--- src/tmr_pkg.sv ---
// How it works
// - writing one resets the shared prescaler
// - prescaler reset bit self-clears after reset
// - writing zero to reset bit does nothing
// - prescaler reset bit always reads zero
// - one prescaler reset hits both timers
// - sixteen-bit registers reached as two bytes
// - one high-byte latch shared by all
// - low-byte write loads latch plus data
// - counter and capture low-byte reads copy high byte to latch
// - compare high bytes read directly, latch untouched
// - no clock source selected means no counting
// - compares checked always, match sets flag
// - bottom is counter value zero
// - maximum is counter value all ones
// - top from fixed values, compare a or capture
// - compare a as top stays double buffered
// - four flags in flag register, each maskable
// - edge captures counter, optional noise filter
// - cpu counter write beats clear and count
// - capture flag set with capture copy
// - capture register writable only in capture-top modes
package tmr_pkg;
  // i/o addresses of the byte registers (arbitrary map for this block)
  localparam logic [5:0] A_CTRL = 6'h30;
  localparam logic [5:0] A_CNT_L = 6'h2c;
  localparam logic [5:0] A_CNT_H = 6'h2d;
  localparam logic [5:0] A_CMPA_L = 6'h2a;
  localparam logic [5:0] A_CMPA_H = 6'h2b;
  localparam logic [5:0] A_CMPB_L = 6'h28;
  localparam logic [5:0] A_CMPB_H = 6'h29;
  localparam logic [5:0] A_CAP_L = 6'h26;
  localparam logic [5:0] A_CAP_H = 6'h27;
  localparam logic [5:0] A_CFG = 6'h2e;
  localparam logic [5:0] A_FLAG = 6'h38;
  localparam logic [5:0] A_MASK = 6'h39;
  // special function control field
  localparam int PSR_BIT = 0;
  // config register fields: clock select, top select, capture edge, filter
  localparam int CS_LSB = 0;
  localparam int TOP_LSB = 3;
  localparam int EDGE_BIT = 6;
  localparam int FILT_BIT = 7;
  // flag / mask bit positions
  localparam int F_OVF = 0;
  localparam int F_CMPA = 1;
  localparam int F_CMPB = 2;
  localparam int F_CAP = 3;
  // counter limits
  localparam logic [15:0] BOTTOM = 16'h0000;
  localparam logic [15:0] MAXV = 16'hffff;
  localparam logic [15:0] TOP_8 = 16'h00ff;
  localparam logic [15:0] TOP_9 = 16'h01ff;
  localparam logic [15:0] TOP_10 = 16'h03ff;
  // noise filter length in samples
  localparam int FILT_LEN = 4;
  // prescaler width (divides up to 1024)
  localparam int PRE_W = 10;
  typedef enum logic [2:0] {
    TOP_MAX = 3'h0, TOP_S8 = 3'h1, TOP_S9 = 3'h3, TOP_S10 = 3'h2,
    TOP_CMPA = 3'h6, TOP_CAP = 3'h7
  } tmr_top_t;
endpackage

--- src/tmr_timer16.sv ---
`timescale 1ns/1ps
module tmr_timer16 (
  // clock and reset
  input wire logic core_clk,
  input wire logic reset_n,
  // cpu i/o bus
  input wire logic [5:0] io_addr,
  input wire logic io_wr,
  input wire logic io_rd,
  input wire logic [7:0] io_wdata,
  output logic [7:0] io_rdata,
  // capture sources, asynchronous
  input wire logic capture_input_pin,
  input wire logic comparator_out,
  input wire logic use_comparator,
  // timer outputs
  output logic [3:0] flags_masked,
  output logic [tmr_pkg::PRE_W-1:0] prescaler_state,
  output logic timer_clock_enable
);
  // cpu-visible registers and internal state
  logic [7:0] temp_q; // shared high-byte latch
  logic [15:0] counter_value_q;
  logic [15:0] compare_a_value_q; // buffered copy seen by cpu
  logic [15:0] compare_b_value_q;
  logic [15:0] cmpa_act_q; // active copy used by compare and top
  logic [15:0] cmpb_act_q;
  logic [15:0] capture_value_q;
  logic [7:0] cfg_q;
  logic [3:0] timer_flag_register_q;
  logic [3:0] timer_mask_register_q;
  logic psr_q; // one-cycle prescaler reset request
  logic [tmr_pkg::PRE_W-1:0] pre_q;
  logic tick_q;
  logic [7:0] rdata_q;
  logic [3:0] fmask_q;

  // decoded strobes
  logic wr_cnt_l, wr_cmpa_l, wr_cmpb_l, wr_cap_l, wr_hi;
  logic rd_lo;
  logic [15:0] top_val;
  logic at_top, tick_d, cap_evt;
  tmr_pkg::tmr_top_t top_sel;

  // decode one address against a strobe; used for every write strobe and the low-byte read strobe
  function automatic logic hit(input logic [5:0] a, input logic [5:0] ref_a, input logic s);
    hit = s && (a == ref_a);
  endfunction

  assign top_sel = tmr_pkg::tmr_top_t'(cfg_q[tmr_pkg::TOP_LSB +: 3]);
  assign wr_cnt_l = hit(io_addr, tmr_pkg::A_CNT_L, io_wr);
  assign wr_cmpa_l = hit(io_addr, tmr_pkg::A_CMPA_L, io_wr);
  assign wr_cmpb_l = hit(io_addr, tmr_pkg::A_CMPB_L, io_wr);
  // capture register accepts writes only when it sets the top
  assign wr_cap_l = hit(io_addr, tmr_pkg::A_CAP_L, io_wr) && (top_sel == tmr_pkg::TOP_CAP);
  // any high-byte write lands in the shared latch
  assign wr_hi = hit(io_addr, tmr_pkg::A_CNT_H, io_wr) || hit(io_addr, tmr_pkg::A_CMPA_H, io_wr)
    || hit(io_addr, tmr_pkg::A_CMPB_H, io_wr) || hit(io_addr, tmr_pkg::A_CAP_H, io_wr);
  // compare low reads are excluded so the latch is left alone
  assign rd_lo = hit(io_addr, tmr_pkg::A_CNT_L, io_rd) || hit(io_addr, tmr_pkg::A_CAP_L, io_rd);

  // top selection: fixed values, compare a or capture
  always_comb begin
    case (top_sel)
      tmr_pkg::TOP_S8: top_val = tmr_pkg::TOP_8;
      tmr_pkg::TOP_S9: top_val = tmr_pkg::TOP_9;
      tmr_pkg::TOP_S10: top_val = tmr_pkg::TOP_10;
      tmr_pkg::TOP_CMPA: top_val = cmpa_act_q;
      tmr_pkg::TOP_CAP: top_val = capture_value_q;
      default: top_val = tmr_pkg::MAXV;
    endcase
  end
  assign at_top = (counter_value_q == top_val);

  // prescaler reset bit: pulse for one cycle, never stored readable
  always_ff @(posedge core_clk) begin
    if (!reset_n) begin
      psr_q <= 1'b0;
    end else begin
      // writing zero leaves the pulse low
      psr_q <= hit(io_addr, tmr_pkg::A_CTRL, io_wr) && io_wdata[tmr_pkg::PSR_BIT];
    end
  end

  // free running shared prescaler, cleared by the reset pulse
  // limitation: the other timer shares this count, so a reset shifts its ticks too
  always_ff @(posedge core_clk) begin
    if (!reset_n) begin
      pre_q <= '0;
    end else if (psr_q) begin
      pre_q <= '0;
    end else begin
      pre_q <= pre_q + 1'b1;
    end
  end

  // clock select: taps 1, 8, 64, 256, 1024; zero stops the timer
  always_comb begin
    case (cfg_q[tmr_pkg::CS_LSB +: 3])
      3'h1: tick_d = 1'b1;
      3'h2: tick_d = (pre_q[2:0] == 3'h7);
      3'h3: tick_d = (pre_q[5:0] == 6'h3f);
      3'h4: tick_d = (pre_q[7:0] == 8'hff);
      3'h5: tick_d = (pre_q == 10'h3ff);
      default: tick_d = 1'b0;
    endcase
  end
  always_ff @(posedge core_clk) begin
    if (!reset_n) begin
      tick_q <= 1'b0;
    end else begin
      // no tick escapes from the prescaler while its reset pulse stands
      tick_q <= tick_d && !psr_q;
    end
  end

  // capture input: every asynchronous level gets its own two-stage sync,
  // the source mux sits after them so a select change never upsets a stage
  logic [1:0] cap_sync_q; // capture pin synchroniser
  logic [1:0] cmp_sync_q; // comparator output synchroniser
  logic [1:0] sel_sync_q; // source select synchroniser
  logic cap_src; // selected, synchronised capture level
  logic [tmr_pkg::FILT_LEN-1:0] filt_q;
  logic cap_lvl_q, cap_prev_q;
  assign cap_src = sel_sync_q[1] ? cmp_sync_q[1] : cap_sync_q[1];
  always_ff @(posedge core_clk) begin
    if (!reset_n) begin
      cap_sync_q <= '0;
      cmp_sync_q <= '0;
      sel_sync_q <= '0;
      filt_q <= '0;
      cap_lvl_q <= 1'b0;
      cap_prev_q <= 1'b0;
    end else begin
      cap_sync_q <= {cap_sync_q[0], capture_input_pin};
      cmp_sync_q <= {cmp_sync_q[0], comparator_out};
      sel_sync_q <= {sel_sync_q[0], use_comparator};
      filt_q <= {filt_q[tmr_pkg::FILT_LEN-2:0], cap_src};
      // filter only moves the level after a full run of equal samples
      if (!cfg_q[tmr_pkg::FILT_BIT]) begin
        cap_lvl_q <= cap_src;
      end else if (&filt_q) begin
        cap_lvl_q <= 1'b1;
      end else if (~|filt_q) begin
        cap_lvl_q <= 1'b0;
      end
      cap_prev_q <= cap_lvl_q;
    end
  end
  assign cap_evt = cfg_q[tmr_pkg::EDGE_BIT] ? (cap_lvl_q && !cap_prev_q)
                                            : (!cap_lvl_q && cap_prev_q);

  // counter: cpu write first, then clear at top, then count
  // a write while counting lands mid-sequence; stop the timer for a clean load
  always_ff @(posedge core_clk) begin
    if (!reset_n) begin
      counter_value_q <= tmr_pkg::BOTTOM;
    end else if (wr_cnt_l) begin
      counter_value_q <= {temp_q, io_wdata};
    end else if (tick_q && at_top) begin
      counter_value_q <= tmr_pkg::BOTTOM;
    end else if (tick_q) begin
      counter_value_q <= counter_value_q + 16'h0001;
    end
  end

  // compare registers: cpu copy, moved to active copy at bottom
  always_ff @(posedge core_clk) begin
    if (!reset_n) begin
      compare_a_value_q <= '0;
      compare_b_value_q <= '0;
      cmpa_act_q <= '0;
      cmpb_act_q <= '0;
    end else begin
      if (wr_cmpa_l) begin
        compare_a_value_q <= {temp_q, io_wdata};
      end
      if (wr_cmpb_l) begin
        compare_b_value_q <= {temp_q, io_wdata};
      end
      // double buffering: update only while the counter sits at bottom
      if (counter_value_q == tmr_pkg::BOTTOM) begin
        cmpa_act_q <= compare_a_value_q;
        cmpb_act_q <= compare_b_value_q;
      end
    end
  end

  // capture register: edge copies the counter unless capture is the top, else cpu write
  always_ff @(posedge core_clk) begin
    if (!reset_n) begin
      capture_value_q <= '0;
    end else if (top_sel != tmr_pkg::TOP_CAP && cap_evt) begin
      capture_value_q <= counter_value_q;
    end else if (wr_cap_l) begin
      capture_value_q <= {temp_q, io_wdata};
    end
  end

  // shared high-byte latch
  always_ff @(posedge core_clk) begin
    if (!reset_n) begin
      temp_q <= '0;
    end else if (wr_hi) begin
      temp_q <= io_wdata;
    end else if (rd_lo) begin
      // compare low reads never get here, so the latch keeps its byte
      if (io_addr == tmr_pkg::A_CNT_L) begin
        temp_q <= counter_value_q[15:8];
      end else begin
        temp_q <= capture_value_q[15:8];
      end
    end
  end

  // config and mask registers
  always_ff @(posedge core_clk) begin
    if (!reset_n) begin
      cfg_q <= '0;
      timer_mask_register_q <= '0;
    end else begin
      if (hit(io_addr, tmr_pkg::A_CFG, io_wr)) begin
        cfg_q <= io_wdata;
      end
      if (hit(io_addr, tmr_pkg::A_MASK, io_wr)) begin
        timer_mask_register_q <= io_wdata[3:0];
      end
    end
  end

  // flags: hardware set wins over a write-one clear in the same cycle
  // trade-off: a clear that lands on a match is lost, but no event is missed
  logic [3:0] fset;
  assign fset = {cap_evt && top_sel != tmr_pkg::TOP_CAP,
                 counter_value_q == cmpb_act_q,
                 counter_value_q == cmpa_act_q,
                 tick_q && at_top}; // overflow at wrap
  always_ff @(posedge core_clk) begin
    if (!reset_n) begin
      timer_flag_register_q <= '0;
    end else begin
      timer_flag_register_q <= fset | (timer_flag_register_q &
        ~(hit(io_addr, tmr_pkg::A_FLAG, io_wr) ? io_wdata[3:0] : 4'h0));
    end
  end

  // read mux, registered; high bytes return the latch except compares
  // registered so read data leaves a flip-flop; it trails the strobe by a cycle
  always_ff @(posedge core_clk) begin
    if (!reset_n) begin
      rdata_q <= '0;
    end else begin
      case (io_addr)
        tmr_pkg::A_CTRL: rdata_q <= 8'h00;
        tmr_pkg::A_CNT_L: rdata_q <= counter_value_q[7:0];
        tmr_pkg::A_CNT_H: rdata_q <= temp_q;
        tmr_pkg::A_CMPA_L: rdata_q <= compare_a_value_q[7:0];
        tmr_pkg::A_CMPA_H: rdata_q <= compare_a_value_q[15:8];
        tmr_pkg::A_CMPB_L: rdata_q <= compare_b_value_q[7:0];
        tmr_pkg::A_CMPB_H: rdata_q <= compare_b_value_q[15:8];
        tmr_pkg::A_CAP_L: rdata_q <= capture_value_q[7:0];
        tmr_pkg::A_CAP_H: rdata_q <= temp_q;
        tmr_pkg::A_CFG: rdata_q <= cfg_q;
        tmr_pkg::A_FLAG: rdata_q <= {4'h0, timer_flag_register_q};
        tmr_pkg::A_MASK: rdata_q <= {4'h0, timer_mask_register_q};
        default: rdata_q <= 8'h00;
      endcase
    end
  end

  always_ff @(posedge core_clk) begin
    if (!reset_n) begin
      fmask_q <= '0;
    end else begin
      fmask_q <= timer_flag_register_q & timer_mask_register_q;
    end
  end

  assign io_rdata = rdata_q;
  assign flags_masked = fmask_q;
  assign prescaler_state = pre_q;
  assign timer_clock_enable = tick_q;
endmodule

--- config.mk ---
export PLATFORM = sky130hd
export DESIGN_NAME = tmr_timer16
export DESIGN_NICKNAME = d
export VERILOG_FILES = /design/src/tmr_pkg.sv /design/src/tmr_timer16.sv
export SDC_FILE = /design/constraint.sdc
export NUM_CORES = 1
export LEC_CHECK = 0
export ABC_AREA = 1
export BUFFER_PORTS_ARGS = -buffer_cell sky130_fd_sc_hd__clkbuf_2
export CAP_MARGIN = 20
export CORE_MARGIN = 1.5
export CORE_UTILIZATION = 50
export DETAILED_ROUTE_END_ITERATION = 16
export PLACE_DENSITY = 0.67
export SYNTH_ARGS = -nofsm -noshare
export SYNTH_HDL_FRONTEND = slang
export SYNTH_SLANG_ARGS = --single-unit
--- constraint.sdc ---
create_clock -name core_clk -period 3.4 [get_ports core_clk]
set_input_delay 0.51 -clock core_clk [delete_from_list [all_inputs] [get_ports core_clk]]
set_output_delay 0.51 -clock core_clk [all_outputs]
set_load 0.005 [all_outputs]
==> reports/qor.yml <==
timing:
  worst_pin_slew_ns: 1.03
  min_period_ns: 2.29
  relSlewSlack_pct: 31.2
  hold-worst-slack_ns: 0.252
  fin_tns_setup_ns: 0
  setup_slack_ns: 1.11
  hold_violations: 0
  rsz0062_at_grt: "no"
  fmax_mhz: 436
  maxSlewViolCount: 0
  setup_viol: 0
  fin_skew_ns: 0.00867
  finalCritPeriodShare_pct: 67.5
min_path:
  hold_class: "in -> reg"
  min_path_cells: 3
cts:
  cts_tree: "built"
  clock-sinks: 156
  cts_max_path_buffers: 2
  clock-root-buffer: "clkbuf_16"
  numCtsBuffers: 17
  hold_buffers: 0
  clock_latency_ns: 0.43
  htree_levels: 4
  post-cts-setup-buffers: 0
  clk_pin_slew_ns: 0.07
  ctsResizeCount: 0
cells_and_area:
  final_cell_mix: "231 x nand2_1, 156 x dfxtp_1, 140 x inv_1, 129 x o21ai_0, 116 x a21oi_1"
  fin_area_sq_mm: 0.00860
  antenna_cells: 0
  fill_cells: 1508
  fin_nets: 1151
  final_common_cell: "nand2_1"
  drive_gt1_share_pct: 11.1
  area_growth_pct: 10.7
  fin_util_pct: 56.6
setup_path:
  crit_type: "reg -> reg"
  cp.depth: 8
  cpLargestDelayFamily: "flip-flops"
  worstPathArrival_ns: 2.60
  critical_path_buf_inv_count: 3
  cp_cell_sequence: "nand3_1 > nand3_2 > inv_1 > a31oi_2 > buf_4 > inv_2 > o21ai_0 > a31oi_1"
  endpoint_kind: "register"
  cp.required_ns: 3.71
  critPathSlowestCell: "dfxtp_1"
  cpPeakStageDelay_ns: 0.59
  cp-start-kind: "register"
  worst-path-max-fanout: 18
  reg2reg_depth: 8
global_routing:
  grt_max_degree: 116
  grt_antenna_before_repair: 0
  grt_pass1_vias: 6884
  grt_first_pass_wirelength_mm: 39.6
  grt-ovfl-total: 0
  grt_use_total_pct: 32.1
status:
  status: "finished clean"
synth:
  async_flop_share_pct: 0
  synthDistinctLibCells: 45
  syn_inst: 1110
  ys_seq_elements: 156
  synth_fp_nets: 1135
  syn_area_sq_mm: 0.00777
  syn_avg_cell_area_sq_um: 7.00
  synth_edf_count: 0
  ys.warnings.count: 0
  dominantRegCellSynth: "dfxtp_1"
  ys_seq_area_share_pct: 40.2
drt:
  detail_route.wirelength_mm: 25.5
  drtPass1Iterations: 5
  antenna_left: 0
  drc: 0
  wire_per_inst_microns: 19.2
  first_iter_violations: 817
  via_count: 7753
  viasPerCell: 5.84
placed_design:
  pre_cts_ws_ns: 0.934
  dp_hpwl_mm: 17.9
  numPortBuffers: 43
  dpl-instance-area_sq_mm: 0.00803
  gp_congestion: 0.963
die:
  initial_core_util_pct: 51.1
  dieHeight_microns: 128
  dieWidth_microns: 128
  die_area_sq_mm: 0.0163
  rows: 45
  core_area_sq_mm: 0.0152
  ioPinCount: 44
power_and_ir_drop:
  ir_drop_mv: 0.397
  powerDensity_mw_per_mm2: 474
  p_leak_nw: 3.47
job:
  cap_violations: 0
-- state kept, by name, summed over array words and instances, names as in the netlist, 2 cells and up --
name                   count
timer_flag_register_q      4
compare_a_value_q         16
sel_sync_q                 2
timer_mask_register_q      4
counter_value_q           16
prescaler_state           10
compare_b_value_q         16
cmp_sync_q                 2
filt_q                     4
flags_masked               4
cmpa_act_q                16
io_rdata                   8
temp_q                     8
cap_sync_q                 2
cfg_q                      8
cmpb_act_q                16
capture_value_q           16
-- area by class of cell --
class	count	area (sq um)	share of cell area, %
clock buffer	17	425	4.95
clock inverter	15	141	1.64
inverter	153	577	6.71
multi-input combinational	747	3820	44.4
sequential	156	3120	36.3
tap	188	235	2.74
timing repair buffer	51	275	3.20
-- stage by stage --
stage	total power, mW	std cells
floorplan	2.13	1110
global placement	2.24	1295
detailed placement	2.24	1295
CTS	4.08	1327
global route	4.21	1327
finish	4.08	1327
-- worst register-to-register path: stages, from the launching register on --
cell	delay, ns
dfxtp_1	0.59
nand3_1	0.33
nand3_2	0.20
inv_1	0.22
a31oi_2	0.21
buf_4	0.22
inv_2	0.15
o21ai_0	0.19
a31oi_1	0.05
-- cell usage after synthesis (all sizes together) (4+ instances only) --
| cell type | count | area share (%) |
|---|---|---|
| inv | 150 | 7.3 |
| nor2 | 61 | 3.7 |
| or2 | 4 | 0.32 |
| nor3 | 20 | 1.5 |
| o21ai | 137 | 8.9 |
| dfxtp | 156 | 40 |
| nand2 | 236 | 12 |
| a31oi | 22 | 1.9 |
| xnor2 | 8 | 0.90 |
| ha | 4 | 0.64 |
| buf | 22 | 1.8 |
| a21oi | 118 | 7.7 |
| o22ai | 23 | 1.9 |
| nand4 | 23 | 1.9 |
| xor2 | 18 | 2.0 |
| nand3 | 42 | 2.9 |
| o211ai | 11 | 1.1 |
| clkbuf | 32 | 1.6 |
| nor4 | 9 | 0.89 |
-- power by group --
group	internal [mW]	total, mW	switching, mW	leakage (nW)
Clock	0.972	1.86	0.892	0.272
Sequential	1.88	1.92	0.0458	1.26
Combinational	0.0914	0.293	0.201	1.94
-- metal layers --
metal | GRT usage [%] | vias to the layer above | part of all wire, %
li1 | - | 3716 | -
met1 | 43.5 | 3573 | 42
met2 | 49.6 | 391 | 44
met3 | 6.03 | 73 | 8.9
met4 | 14.8 | 0 | 4.3
met5 | 0 | - | 0
-- path summary, 6_finish.rpt --
path	start	to	slack, ns
worst min register to register	cmp_sync_q[0]	cmp_sync_q[1]	0.41
worst max-delay path	cfg_q[3]	capture_value_q[8]	1.11
worst min-delay path	comparator_out	cmp_sync_q[0]	0.25
worst max register to register	cfg_q[3]	capture_value_q[8]	1.11
-- cells by family (layout without fill, tap and decap cells) --
family,Yosys count,count (layout),share of synthesized area [%]
DFF,156,156,40.2
buffers and inverters,207,236,10.8
and+or+nand+nor,397,397,23.0
muxes,1,1,0.129
adders and majority gates,4,4,0.644
xor gates and xnor gates,26,26,2.93
AOI/OAI and AO/OA,319,319,22.3
Power figures use the tool's default switching activity.
